## src/rtl/converter_i2c_pkg.sv

```systemverilog
package converter_i2c_pkg;

    // ----------------------------------------
    // Bus addresses and register space
    // ----------------------------------------
    localparam logic [6:0] TARGET_ADDR_LOW = 7'h74;
    localparam logic [6:0] TARGET_ADDR_HIGH = 7'h75;
    localparam logic [7:0] REG_COUNT = 8'h08;
    localparam logic [3:0] BYTE_BITS = 4'h8;

    // ----------------------------------------
    // Register indices
    // ----------------------------------------
    localparam logic [2:0] REG_REF_LOW = 3'h0;
    localparam logic [2:0] REG_REF_HIGH = 3'h1;
    localparam logic [2:0] REG_CURRENT_LIMIT = 3'h2;
    localparam logic [2:0] REG_SLEW_RATE = 3'h3;
    localparam logic [2:0] REG_FEEDBACK_SEL = 3'h4;
    localparam logic [2:0] REG_CABLE_COMP = 3'h5;
    localparam logic [2:0] REG_MODE_CTRL = 3'h6;
    localparam logic [2:0] REG_STATUS = 3'h7;

    // Byte 7 down to byte 0
    localparam logic [63:0] REG_RESET_IMAGE = 64'h0000_0000_01e4_01a4;
    localparam logic [63:0] REG_WRITE_MASK = 64'h00ff_07ff_33ff_07ff;

    // ----------------------------------------
    // Field positions
    // ----------------------------------------
    localparam int MODE_OE_BIT = 7;
    localparam int MODE_FIXED_FREQ_BIT = 1;
    localparam int LIMIT_EN_BIT = 7;
    localparam int REF_HIGH_WIDTH = 3;
    localparam int LIMIT_CODE_WIDTH = 7;
    localparam int CABLE_COMP_WIDTH = 3;
    localparam int STATUS_SWITCHING_BIT = 0;
    localparam int STATUS_SOFT_START_BIT = 1;
    localparam int STATUS_OVER_TEMP_BIT = 2;
    localparam int LINK_BUSY_BIT = 0;
    localparam int LINK_ADDRESSED_BIT = 1;
    localparam int LINK_ADDR_SEL_BIT = 2;

    // ----------------------------------------
    // Bus slave map
    // ----------------------------------------
    localparam logic [5:0] WB_LINK_STATUS_IDX = 6'h08;

    // ----------------------------------------
    // Link timing
    // ----------------------------------------
    localparam int CLK_RATE_KHZ = 125000;
    localparam int STD_RATE_KBPS = 100;
    localparam int FAST_PLUS_RATE_KBPS = 1000;
    localparam int FAST_PLUS_BIT_CYCLES = CLK_RATE_KHZ / FAST_PLUS_RATE_KBPS;

    typedef enum logic [2:0] {
        ST_IDLE, ST_RX, ST_ACK, ST_LOAD, ST_TX, ST_RACK, ST_WAIT
    } link_state_type;

    typedef enum logic [1:0] {
        PH_ADDR, PH_PTR, PH_DATA
    } byte_phase_type;

endpackage

```

## src/rtl/converter_if.sv

```systemverilog
`timescale 1ns/1ps
interface reg_port_if;
    logic wr_en;
    logic [2:0] wr_addr;
    logic [7:0] wr_data;
    logic clear;
    logic [7:0] status;
    logic [63:0] image;
    modport bank (input wr_en, wr_addr, wr_data, clear, status, output image);
    modport user (output wr_en, wr_addr, wr_data, clear, status, input image);
endinterface

interface bus_event_if;
    logic scl_rise;
    logic scl_fall;
    logic start;
    logic stop;
    logic sda;
    logic addr_sel;
    logic enable;
    logic over_temp;
    modport source (output scl_rise, scl_fall, start, stop, sda, addr_sel, enable, over_temp);
    modport sink (input scl_rise, scl_fall, start, stop, sda, addr_sel, enable, over_temp);
endinterface

```

## src/rtl/pin_sampler.sv

```systemverilog
`timescale 1ns/1ps
module pin_sampler
    import converter_i2c_pkg::*;
(
    input wire logic clk_i,
    input wire logic rst_i,
    input wire logic scl_i,
    input wire logic sda_i,
    input wire logic addr_select_i,
    input wire logic enable_undervoltage_pin_i,
    input wire logic over_temp_i,
    bus_event_if.source ev
);

    logic [4:0] meta_ff;
    logic [4:0] sync_ff;
    logic [1:0] prev_ff;
    logic [4:0] nxt_meta;
    logic [4:0] nxt_sync;
    logic [1:0] nxt_prev;

    // ----------------------------------------
    // Two-stage sampling
    // ----------------------------------------
    always_comb begin
        nxt_meta = {over_temp_i, enable_undervoltage_pin_i, addr_select_i, sda_i, scl_i};
        nxt_sync = meta_ff;
        nxt_prev = sync_ff[1:0];
    end

    always_ff @(posedge clk_i) begin
        if (rst_i) begin
            meta_ff <= 5'h03;
            sync_ff <= 5'h03;
            prev_ff <= 2'h3;
        end else begin
            meta_ff <= nxt_meta;
            sync_ff <= nxt_sync;
            prev_ff <= nxt_prev;
        end
    end

    // ----------------------------------------
    // Edge and condition detection
    // ----------------------------------------
    always_comb begin
        ev.scl_rise = sync_ff[0] & ~prev_ff[0];
        ev.scl_fall = ~sync_ff[0] & prev_ff[0];
        ev.start = sync_ff[0] & prev_ff[0] & prev_ff[1] & ~sync_ff[1];
        ev.stop = sync_ff[0] & prev_ff[0] & ~prev_ff[1] & sync_ff[1];
        ev.sda = sync_ff[1];
        ev.addr_sel = sync_ff[2];
        ev.enable = sync_ff[3];
        ev.over_temp = sync_ff[4];
    end

endmodule

```

## src/rtl/reg_bank.sv

```systemverilog
`timescale 1ns/1ps
module reg_bank
    import converter_i2c_pkg::*;
(
    input wire logic clk_i,
    input wire logic rst_i,
    reg_port_if.bank rp
);

    // ----------------------------------------
    // Eight byte registers
    // ----------------------------------------
    genvar i;
    generate
        for (i = 0; i < 8; i = i + 1) begin : g_reg
            logic [7:0] val_ff;
            logic [7:0] nxt_val;
            localparam logic [7:0] RST_VAL = REG_RESET_IMAGE[i*8 +: 8];
            localparam logic [7:0] MASK = REG_WRITE_MASK[i*8 +: 8];

            always_comb begin
                nxt_val = val_ff;
                if (rp.clear) begin
                    nxt_val = RST_VAL;
                end else if (i == REG_STATUS) begin
                    nxt_val = rp.status;
                end else if (rp.wr_en && rp.wr_addr == 3'(i)) begin
                    nxt_val = (val_ff & ~MASK) | (rp.wr_data & MASK);
                end
            end

            always_ff @(posedge clk_i) begin
                if (rst_i) begin
                    val_ff <= RST_VAL;
                end else begin
                    val_ff <= nxt_val;
                end
            end

            assign rp.image[i*8 +: 8] = val_ff;
        end
    endgenerate

endmodule

```

## src/rtl/converter_i2c_target_regs.sv

```systemverilog
`timescale 1ns/1ps
module converter_i2c_target_regs
    import converter_i2c_pkg::*;
(
    input wire logic clk_i,
    input wire logic rst_i,
    input wire logic cyc_i,
    input wire logic stb_i,
    input wire logic we_i,
    input wire logic [7:0] adr_i,
    input wire logic [3:0] sel_i,
    input wire logic [31:0] dat_i,
    output logic [31:0] dat_o,
    output logic ack_o,
    input wire logic scl_i,
    output logic scl_o,
    output logic scl_oe_o,
    input wire logic sda_i,
    output logic sda_o,
    output logic sda_oe_o,
    input wire logic addr_select_i,
    input wire logic enable_undervoltage_pin_i,
    input wire logic over_temp_i,
    output logic [10:0] ref_setting_o,
    output logic [LIMIT_CODE_WIDTH-1:0] current_limit_code_o,
    output logic current_limit_en_o,
    output logic [CABLE_COMP_WIDTH-1:0] cable_droop_comp_o,
    output logic forced_fixed_freq_o,
    output logic pulse_skip_light_load_o,
    output logic switching_en_o,
    output logic soft_start_reset_o,
    output logic bus_busy_o
);

    reg_port_if rp ();
    bus_event_if ev ();

    pin_sampler i_pin_sampler (
        .clk_i(clk_i),
        .rst_i(rst_i),
        .scl_i(scl_i),
        .sda_i(sda_i),
        .addr_select_i(addr_select_i),
        .enable_undervoltage_pin_i(enable_undervoltage_pin_i),
        .over_temp_i(over_temp_i),
        .ev(ev)
    );

    reg_bank i_reg_bank (
        .clk_i(clk_i),
        .rst_i(rst_i),
        .rp(rp)
    );

    function automatic logic [7:0] reg_byte(input logic [63:0] img, input logic [7:0] idx);
        reg_byte = (idx < REG_COUNT) ? img[{idx[2:0], 3'h0} +: 8] : 8'h00;
    endfunction

    function automatic logic is_defined(input logic [7:0] idx);
        is_defined = idx < REG_COUNT;
    endfunction

    // ----------------------------------------
    // Link state
    // ----------------------------------------
    link_state_type state_ff, nxt_state;
    byte_phase_type phase_ff, nxt_phase;
    logic [3:0] cnt_ff, nxt_cnt;
    logic [7:0] shift_ff, nxt_shift;
    logic [7:0] ptr_ff, nxt_ptr;
    logic rw_ff, nxt_rw;
    logic mack_ff, nxt_mack;
    logic sda_oe_ff, nxt_sda_oe;
    logic scl_oe_ff, nxt_scl_oe;
    logic busy_ff, nxt_busy;
    logic i2c_wr;
    logic [6:0] own_addr;
    logic [7:0] rd_byte;

    assign own_addr = ev.addr_sel ? TARGET_ADDR_HIGH : TARGET_ADDR_LOW;
    assign rd_byte = reg_byte(rp.image, ptr_ff);

    always_comb begin
        nxt_state = state_ff;
        nxt_phase = phase_ff;
        nxt_cnt = cnt_ff;
        nxt_shift = shift_ff;
        nxt_ptr = ptr_ff;
        nxt_rw = rw_ff;
        nxt_mack = mack_ff;
        nxt_sda_oe = sda_oe_ff;
        nxt_scl_oe = 1'b0;
        nxt_busy = busy_ff;
        i2c_wr = 1'b0;
        if (ev.start) begin
            nxt_busy = 1'b1;
            nxt_state = ST_RX;
            nxt_phase = PH_ADDR;
            nxt_cnt = 4'h0;
            nxt_sda_oe = 1'b0;
        end else if (ev.stop) begin
            nxt_busy = 1'b0;
            nxt_state = ST_IDLE;
            nxt_sda_oe = 1'b0;
        end else begin
            case (state_ff)
                ST_RX: begin
                    if (ev.scl_rise) begin
                        nxt_shift = {shift_ff[6:0], ev.sda};
                        nxt_cnt = cnt_ff + 4'h1;
                    end else if (ev.scl_fall && cnt_ff == BYTE_BITS) begin
                        nxt_state = ST_WAIT;
                        case (phase_ff)
                            PH_ADDR: begin
                                if (shift_ff[7:1] == own_addr) begin
                                    nxt_rw = shift_ff[0];
                                    nxt_sda_oe = 1'b1;
                                    nxt_state = ST_ACK;
                                end
                            end
                            PH_PTR: begin
                                if (is_defined(shift_ff)) begin
                                    nxt_ptr = shift_ff;
                                    nxt_sda_oe = 1'b1;
                                    nxt_state = ST_ACK;
                                end
                            end
                            default: begin
                                if (is_defined(ptr_ff)) begin
                                    i2c_wr = 1'b1;
                                    nxt_ptr = ptr_ff + 8'h01;
                                    nxt_sda_oe = 1'b1;
                                    nxt_state = ST_ACK;
                                end
                            end
                        endcase
                    end
                end
                ST_ACK: begin
                    if (ev.scl_fall) begin
                        nxt_sda_oe = 1'b0;
                        nxt_cnt = 4'h0;
                        if (phase_ff == PH_ADDR && rw_ff) begin
                            nxt_scl_oe = 1'b1;
                            nxt_state = ST_LOAD;
                        end else begin
                            nxt_state = ST_RX;
                            nxt_phase = (phase_ff == PH_ADDR) ? PH_PTR : PH_DATA;
                        end
                    end
                end
                ST_LOAD: begin
                    nxt_shift = rd_byte;
                    nxt_sda_oe = ~rd_byte[7];
                    nxt_ptr = ptr_ff + 8'h01;
                    nxt_cnt = 4'h0;
                    nxt_state = ST_TX;
                end
                ST_TX: begin
                    if (ev.scl_rise) begin
                        nxt_cnt = cnt_ff + 4'h1;
                    end else if (ev.scl_fall) begin
                        if (cnt_ff == BYTE_BITS) begin
                            nxt_sda_oe = 1'b0;
                            nxt_state = ST_RACK;
                        end else begin
                            nxt_shift = {shift_ff[6:0], 1'b0};
                            nxt_sda_oe = ~shift_ff[6];
                        end
                    end
                end
                ST_RACK: begin
                    if (ev.scl_rise) begin
                        nxt_mack = ~ev.sda;
                    end else if (ev.scl_fall) begin
                        if (mack_ff) begin
                            nxt_scl_oe = 1'b1;
                            nxt_state = ST_LOAD;
                        end else begin
                            nxt_state = ST_WAIT;
                        end
                    end
                end
                ST_WAIT: nxt_state = ST_WAIT;
                default: nxt_state = ST_IDLE;
            endcase
        end
    end

    always_ff @(posedge clk_i) begin
        if (rst_i) begin
            state_ff <= ST_IDLE;
            phase_ff <= PH_ADDR;
            cnt_ff <= 4'h0;
            shift_ff <= 8'h00;
            ptr_ff <= 8'h00;
            rw_ff <= 1'b0;
            mack_ff <= 1'b0;
            sda_oe_ff <= 1'b0;
            scl_oe_ff <= 1'b0;
            busy_ff <= 1'b0;
        end else begin
            state_ff <= nxt_state;
            phase_ff <= nxt_phase;
            cnt_ff <= nxt_cnt;
            shift_ff <= nxt_shift;
            ptr_ff <= nxt_ptr;
            rw_ff <= nxt_rw;
            mack_ff <= nxt_mack;
            sda_oe_ff <= nxt_sda_oe;
            scl_oe_ff <= nxt_scl_oe;
            busy_ff <= nxt_busy;
        end
    end

    // ----------------------------------------
    // Wishbone slave
    // ----------------------------------------
    logic ack_ff, nxt_ack;
    logic [31:0] dat_ff, nxt_dat;
    logic wb_req;
    logic wb_wr;
    logic [5:0] wb_idx;
    logic [7:0] link_status;

    assign wb_idx = adr_i[7:2];
    assign wb_req = cyc_i & stb_i & ~ack_ff & ~i2c_wr;
    assign wb_wr = wb_req & we_i & sel_i[0] & (wb_idx < 6'(REG_COUNT));

    always_comb begin
        link_status = 8'h00;
        link_status[LINK_BUSY_BIT] = busy_ff;
        link_status[LINK_ADDRESSED_BIT] = (state_ff != ST_IDLE) && (state_ff != ST_WAIT);
        link_status[LINK_ADDR_SEL_BIT] = ev.addr_sel;
    end

    always_comb begin
        nxt_ack = wb_req;
        nxt_dat = dat_ff;
        if (wb_req) begin
            if (wb_idx == WB_LINK_STATUS_IDX) begin
                nxt_dat = {24'h00_0000, link_status};
            end else begin
                nxt_dat = {24'h00_0000, reg_byte(rp.image, {2'h0, wb_idx})};
            end
        end
    end

    always_ff @(posedge clk_i) begin
        if (rst_i) begin
            ack_ff <= 1'b0;
            dat_ff <= 32'h0000_0000;
        end else begin
            ack_ff <= nxt_ack;
            dat_ff <= nxt_dat;
        end
    end

    // ----------------------------------------
    // Register bank port
    // ----------------------------------------
    always_comb begin
        rp.wr_en = i2c_wr | wb_wr;
        rp.wr_addr = i2c_wr ? ptr_ff[2:0] : wb_idx[2:0];
        rp.wr_data = i2c_wr ? shift_ff : dat_i[7:0];
        rp.clear = ~ev.enable;
        rp.status = 8'h00;
        rp.status[STATUS_SWITCHING_BIT] = switching_en_o;
        rp.status[STATUS_SOFT_START_BIT] = soft_start_reset_o;
        rp.status[STATUS_OVER_TEMP_BIT] = ev.over_temp;
    end

    // ----------------------------------------
    // Converter controls
    // ----------------------------------------
    logic [7:0] mode_byte;
    logic [7:0] limit_byte;
    logic nxt_switching;
    logic nxt_ss_reset;

    assign mode_byte = rp.image[{REG_MODE_CTRL, 3'h0} +: 8];
    assign limit_byte = rp.image[{REG_CURRENT_LIMIT, 3'h0} +: 8];

    always_comb begin
        nxt_switching = ev.enable & mode_byte[MODE_OE_BIT] & ~ev.over_temp;
        nxt_ss_reset = ~nxt_switching;
    end

    always_ff @(posedge clk_i) begin
        if (rst_i) begin
            ref_setting_o <= 11'h000;
            current_limit_code_o <= '0;
            current_limit_en_o <= 1'b0;
            cable_droop_comp_o <= '0;
            forced_fixed_freq_o <= 1'b0;
            pulse_skip_light_load_o <= 1'b1;
            switching_en_o <= 1'b0;
            soft_start_reset_o <= 1'b1;
        end else begin
            ref_setting_o <= {rp.image[{REG_REF_HIGH, 3'h0} +: REF_HIGH_WIDTH],
                              rp.image[{REG_REF_LOW, 3'h0} +: 8]};
            current_limit_code_o <= limit_byte[LIMIT_CODE_WIDTH-1:0];
            current_limit_en_o <= limit_byte[LIMIT_EN_BIT];
            cable_droop_comp_o <= rp.image[{REG_CABLE_COMP, 3'h0} +: CABLE_COMP_WIDTH];
            forced_fixed_freq_o <= mode_byte[MODE_FIXED_FREQ_BIT];
            pulse_skip_light_load_o <= ~mode_byte[MODE_FIXED_FREQ_BIT];
            switching_en_o <= nxt_switching;
            soft_start_reset_o <= nxt_ss_reset;
        end
    end

    // ----------------------------------------
    // Pin and bus outputs
    // ----------------------------------------
    assign sda_oe_o = sda_oe_ff;
    assign scl_oe_o = scl_oe_ff;
    assign bus_busy_o = busy_ff;
    assign ack_o = ack_ff;
    assign dat_o = dat_ff;

    always_ff @(posedge clk_i) begin
        sda_o <= 1'b0;
        scl_o <= 1'b0;
    end

endmodule

```

## config.mk

```make
export PLATFORM = sky130hd
export DESIGN_NAME = converter_i2c_target_regs
export DESIGN_NICKNAME = d
export VERILOG_FILES = /design/src/rtl/converter_i2c_pkg.sv /design/src/rtl/converter_if.sv /design/src/rtl/pin_sampler.sv /design/src/rtl/reg_bank.sv /design/src/rtl/converter_i2c_target_regs.sv
export SDC_FILE = /design/constraint.sdc
export NUM_CORES = 1
export LEC_CHECK = 0
export ABC_AREA = 1
export BUFFER_PORTS_ARGS = -buffer_cell sky130_fd_sc_hd__buf_2
export CAP_MARGIN = 20
export CORE_UTILIZATION = 55
export CTS_BUF_LIST = sky130_fd_sc_hd__clkbuf_4
export CTS_CLUSTER_DIAMETER = 40
export DETAILED_ROUTE_END_ITERATION = 10
export PLACE_DENSITY = 0.86
export REMOVE_ABC_BUFFERS = 1
export SLEW_MARGIN = 20
export SYNTH_ARGS = -nofsm -noshare
export SYNTH_HDL_FRONTEND = slang
export SYNTH_SLANG_ARGS = --single-unit
```

## constraint.sdc

```tcl
create_clock -name clk_i -period 3.8 [get_ports clk_i]
set_clock_uncertainty 0.05 [all_clocks]
set_input_delay 0.19 -clock clk_i [delete_from_list [all_inputs] [get_ports clk_i]]
set_output_delay 0.19 -clock clk_i [all_outputs]
set_load 0.02 [all_outputs]
```

==> out/results.ini, run 1 <==
[detailed_routing]
num_vias=6186
drt_pass1_iterations=5
avgViaCountPerCell=5.48
ant_nets=0
drt_iter0_drc=623
wl_per_cell_um=14.5
drc_errors=0
routed_wl_um=16400

[sta]
rsz0062_at_grt=no
fin_crit_sh=0.700
worst_slew_pin_slew_ns=0.825
setup_viol=0
max_freq_ghz=0.376
worst_slew_margin_rel=0.445
finalHoldViolCount=0
setup_tns_ns=0
whs_ns=0.0541
slew_violations=0
period_minus_slack_ns=2.66

[synth]
synth_area_leader_cell=dfxtp_1
synth-compound-area-share=0.148
syn-cell-area_mm2=0.00616
yosysSeqAreaShare=0.397
synth_top_area_frac=0.397
synth_edf_count=0
synth.distinct_cells=41
ys_async_sr_fraction=0
synth_top_family_by_area=simple AND/OR/NAND/NOR gates
yosys.area_share.adder=0.00609
synth_commonest_cells=nand2_1, nor2_1, dfxtp_1, inv_1, o21ai_0
synth.most_common_cell=nand2_1
postSynthAreaPerCell_um2=6.72
synthSimpleGateAreaFrac=0.316
synth.area.mux_share=0
synth_cells=917
synth-xor-area-share=0.00853
yosysWarnings=0
yosys-top-cells-area=dfxtp_1, nand2_1, nor2_1
synth_ff_type=dfxtp_1
ys_ff_latch=122

[job]
maxCapViolations=0

[placed_design]
gpl.final_weighted_congestion=0.910
dp.cells=1090
dpl.hpwl_um=11400
io_buffers=62

[critical_path]
critPathKind=flop to flop
r2r-start=cnt_ff[0]
crit_path_max_fanout=22
critPathArrivalTime_ns=3.03
path_buf_inv=2
path_depth=12
crit_end=i_reg_bank.g_reg[2].val_ff[7]
crit_start=cnt_ff[0]
critPathSlowestCell=nand3_2
crit_path_max_incr_delay_ns=0.45
cp.required_ns=4.17
crit_family=simple AND/OR/NAND/NOR gates
start_kind=flop
timing.rr.end=i_reg_bank.g_reg[2].val_ff[7]
critPathCaptureType=flop
r2r_slack_ns=1.14
cpMostUsedCell=nand2_1
path_cells=inv_1 > ha_1 > nand3_2 > nor2_4 > nand3_2 > nand2_1 > nand2_2 > nor2_1 > buf_4 > nand2_1 > nand2_1 > nand3_1
rr_worst_depth=12

[clock_network]
clock-sinks=122
htree_levels=4
cts_setup_buffers=0
hold_buffers=7
cts_tree=built
cts_buffer_depth=2
clkTransAtPathRegs_ns=0.11
cts_buffers=17
cts_resized=0
clk_latency_ns=0.55
root_buffer=clkbuf_4

[pwr]
p_leak_nw=2.91
ir_drop_mv=0.246
finalPower_mw=3.06
power_density_mw_per_mm2=451

[layout]
stdcell_count=1129
synthToLayoutAreaGrowth_pct=10.0
regArea_mm2=0.00244
layout.nets=1033
multi_input_area_mm2=0.00304
antenna_cells=0
fillCellCount=1028
drive_above_1_share=0.139

[global_route]
grt_pass1_wl_um=26300
track_usage=0.296
gr-total-overflow=0
grt_pass1_vias=5396
antenna_found_initial=0
grt_max_degree=50

[floorplan]
dieArea_mm2=0.0116
die_x_um=108
top_level_ports=118
initial_utilization=0.566
core_area_mm2=0.0109
die_h_um=108
row_count=38

[run_status]
run_status=completed

[min_path]
hp-class=input pin to flop
hold_start=dat_i[0]

## worst register-to-register path, cell delays in order, from the launching register on
cell and delay [ns]:
dfxtp_1 0.35, inv_1 0.08, ha_1 0.16, nand3_2 0.14
nor2_4 0.21, nand3_2 0.45, nand2_1 0.22, nand2_2 0.12
nor2_1 0.11, buf_4 0.26, nand2_1 0.22, nand2_1 0.11
nand3_1 0.08
## per-layer routing
layer | GRT usage | wire length [µm] | up-vias | part of all wire
met5 | 0 | 0 | - | 0
met4 | 0.167 | 717 | 0 | 0.044
met3 | 0.0726 | 1740 | 63 | 0.11
met2 | 0.438 | 7140 | 358 | 0.44
met1 | 0.393 | 6760 | 2758 | 0.41
li1 | - | - | 3007 | -
## logic make-up (layout without fill, tap and decap cells)
logic type               after synthesis  in the layout
other                                  1             26
buffers and inverters                167            214
flip-flops                           122            122
AND/OR/NAND/NOR                      447            447
XOR/XNOR                               6              6
AO/OA/AOI/OAI                        171            171
adder cells (fa/ha/maj)                3              3
## registers in the layout, summed over array words and instances, names as in the netlist, 2 cells and up
name / count
dat_o: 8
cable_droop_comp_o: 3
ptr_ff: 8
cnt_ff: 4
ref_setting_o: 11
i_pin_sampler.prev_ff: 2
current_limit_code_o: 7
phase_ff: 2
state_ff: 3
shift_ff: 8
i_pin_sampler.sync_ff: 5
i_reg_bank.g.val_ff: 45
i_pin_sampler.meta_ff: 5
## cells in the final DEF, fill, tap and decap left out, types with 7 or more instances in the layout
master         Yosys  layout
o21ai_1            8       8
nor2_1           158     158
conb_1             1      26
o21ai_0           76      76
inv_2             12      12
a21oi_1           65      65
inv_1             95      95
buf_2              4      62
dlygate4sd3_1      0       7
nand3_1           62      62
dfxtp_1          122     122
nand2_1          176     176
nor3_1            14      14
clkbuf_4           0      19
## power breakdown
group          internal [mW]  switching, mW  total, mW
Combinational          0.206          0.463      0.669
Sequential              1.35         0.0695       1.42
Clock                  0.463          0.501      0.964
## area by class of cell
| type | count | area share |
|---|---|---|
| clock buffer | 19 | 0.0210 |
| clock inverter | 13 | 0.0225 |
| inverter | 109 | 0.0604 |
| multi-input combinational | 653 | 0.449 |
| sequential | 122 | 0.360 |
| tap | 140 | 0.0258 |
| timing repair buffer | 73 | 0.0606 |
## worst min path at each step
stage / to / cells after the start
2_1_floorplan: bus_busy_o / 1
5_1_grt: i_reg_bank.g_reg[2].val_ff[6] / 5
6_report: i_reg_bank.g_reg[3].val_ff[0] / 5
3_3_place_gp: i_pin_sampler.meta_ff[0] / 2
3_5_place_dp: i_pin_sampler.meta_ff[0] / 2
4_1_cts: i_reg_bank.g_reg[3].val_ff[0] / 5
## metrics by stage
step | area, µm² | setup WS (ns) | utilization
global route | 6780 | 0.944 | 0.622
detailed placement | 6410 | 1.19 | 0.589
CTS | 6780 | 1.17 | 0.622
floorplan | 5900 | 1.18 | -
finish | 6780 | 1.14 | 0.622
global placement | 6410 | 1.21 | 0.589
Note: power is estimated with default switching activity, not from simulation.
==> run 2: changes to the inputs <==
--- a/config.mk
+++ b/config.mk
@@ -8,7 +8,7 @@
 export ABC_AREA = 1
 export BUFFER_PORTS_ARGS = -buffer_cell sky130_fd_sc_hd__buf_2
 export CAP_MARGIN = 20
-export CORE_UTILIZATION = 55
+export CORE_UTILIZATION = 52
 export CTS_BUF_LIST = sky130_fd_sc_hd__clkbuf_4
 export CTS_CLUSTER_DIAMETER = 40
 export DETAILED_ROUTE_END_ITERATION = 10
==> constraint.sdc (replaced) <==
create_clock -name clk_i -period 2.3 [get_ports clk_i]
set_clock_uncertainty 0.05 [all_clocks]
set_input_delay 0.115 -clock clk_i [delete_from_list [all_inputs] [get_ports clk_i]]
set_output_delay 0.115 -clock clk_i [all_outputs]
set_load 0.02 [all_outputs]
==> run 2 against run 1 <==
Total power rose by 70%. Clock power increased by 75%. Worst setup slack lost 0.95 ns. Fmax grew 26%. Combinational power up 72%. Critical path depth is 1 higher. Highest routed layer unchanged. Non-clock buffer count grew 25.
==> out/results.ini, run 2 (synthesis results as in run 1) <==
[global_route]
track_usage=0.277
antenna_found_initial=0
gr-total-overflow=0
grt_pass1_vias=5487
grt_pass1_wl_um=27100
grt_max_degree=49

[layout]
largest_register_ffs=45
drive_above_1_share=0.161
synthToLayoutAreaGrowth_pct=13.9
layout.nets=1058
largest_register=i_reg_bank.g.val_ff
final_cell_mix=nand2_1, nor2_1, dfxtp_1, inv_1, o21ai_0
antenna_cells=0
final_common_cell=nand2_1
top_regs=i_reg_bank.g.val_ff (45), ref_setting_o (11)

[clock_network]
htree_levels=4
clock-sinks=122
cts_buffers=17
cts_tree=built
clk_latency_ns=0.54
root_buffer=clkbuf_4
clkTransAtPathRegs_ns=0.12
cts_buffer_depth=2

[detailed_routing]
wl_per_cell_um=14.6
drc_errors=0
num_vias=6313
drt_pass1_iterations=6
drt_iter0_drc=627
routed_wl_um=16900
avgViaCountPerCell=5.46
ant_nets=0

[critical_path]
crit_end=i_reg_bank.g_reg[3].val_ff[5]
start_kind=flop
r2r-start=cnt_ff[0]
crit_path_max_fanout=9
rr_worst_depth=13
r2r_slack_ns=0.19
cp.required_ns=2.70
critPathCaptureType=flop
critPathKind=flop to flop
critPathArrivalTime_ns=2.51
timing.rr.end=i_reg_bank.g_reg[3].val_ff[5]
crit_start=cnt_ff[0]

[floorplan]
die_x_um=111
top_level_ports=118
core_area_mm2=0.0115
initial_utilization=0.537
dieArea_mm2=0.0123
die_h_um=111
row_count=39

[sta]
worst_slew_pin_slew_ns=0.530
fin_crit_sh=0.918
slew_violations=0
finalHoldViolCount=0
rsz0062_at_grt=no
max_freq_ghz=0.474
period_minus_slack_ns=2.11
worst_slew_margin_rel=0.647
setup_viol=0
setup_tns_ns=0

[pwr]
ir_drop_mv=0.532
finalPower_mw=5.18
p_leak_nw=3.05
power_density_mw_per_mm2=739

[run_status]
run_status=completed

[min_path]
hp-class=input pin to flop

[placed_design]
io_buffers=62
dpl.hpwl_um=12000
gpl.final_weighted_congestion=0.917

[job]
maxCapViolations=0

-- run 2: changes by cell type in the layout (fill, tap and decap cells not counted), sizes merged --
cell	previous run	this run
buf	66	88
inv	107	112
dlygate4sd3	7	10
clkinv	9	7
clkinvlp	3	1
clkbuf	19	18
-- run 2: power breakdown --
group          switching [mW]  internal (mW)
clock network           0.898          0.791
logic                   0.789          0.364
registers               0.106           2.24
total                    1.79           3.39
-- run 2: cell type report --
cell class	count	area (µm²)
sequential	122	2440
multi-input combinational	653	3050
clock inverter	14	185
tap	143	179
fill	1038	4450
timing repair buffer	98	606
clock buffer	18	135
inverter	109	417
-- run 2: worst min-delay path by stage --
stage	start	end	slack, ns	depth (start not counted)
after floorplan	rst_i	bus_busy_o	0.13	1
after global placement	scl_i	i_pin_sampler.meta_ff[0]	0.25	2
after detailed placement	scl_i	i_pin_sampler.meta_ff[0]	0.25	2
after CTS	dat_i[5]	i_reg_bank.g_reg[2].val_ff[5]	0.02	5
after global routing	dat_i[5]	i_reg_bank.g_reg[2].val_ff[5]	0.03	5
final	dat_i[2]	i_reg_bank.g_reg[0].val_ff[2]	0.05	6
-- run 2: repair_timing --
item | CTS | global route
hold buffers | 10 | 0
gates resized for setup | 0 | 7
endpoints found under the setup margin | 0 | 32
hold endpoints to repair | 17 | 0
buffers inserted | 0 | 3
-- run 2: critical path, stage by stage, from the launching register on --
cell and delay (ns):
dfxtp_1 0.35, inv_1 0.08, ha_1 0.16, nand3_2 0.15, nor2_4 0.18, nand3_2 0.14
buf_4 0.20, nand2_4 0.08, nand2_4 0.11, inv_4 0.12, buf_4 0.17, nand3_1 0.10
nand2_1 0.08, nor2_1 0.04
-- run 2: layer usage --
| metal | share of wire | GRT usage |
|---|---|---|
| met5 | 0 | 0 |
| met4 | 0.036 | 0.133 |
| met3 | 0.11 | 0.0601 |
| met2 | 0.44 | 0.418 |
| met1 | 0.41 | 0.374 |
-- run 2: stage by stage --
step	instance area [µm²]	util	worst slack, ns	std cells	hold slack, ns
CTS	6980	0.609	0.0583	1154	0.0157
finish	7010	0.612	0.189	1157	0.0452
global route	7010	0.612	0.0123	1157	0.0340
floorplan	5900	-	-0.318	884	0.134
detailed placement	6560	0.572	0.0897	1112	0.252
global placement	6560	0.572	0.156	1112	0.250
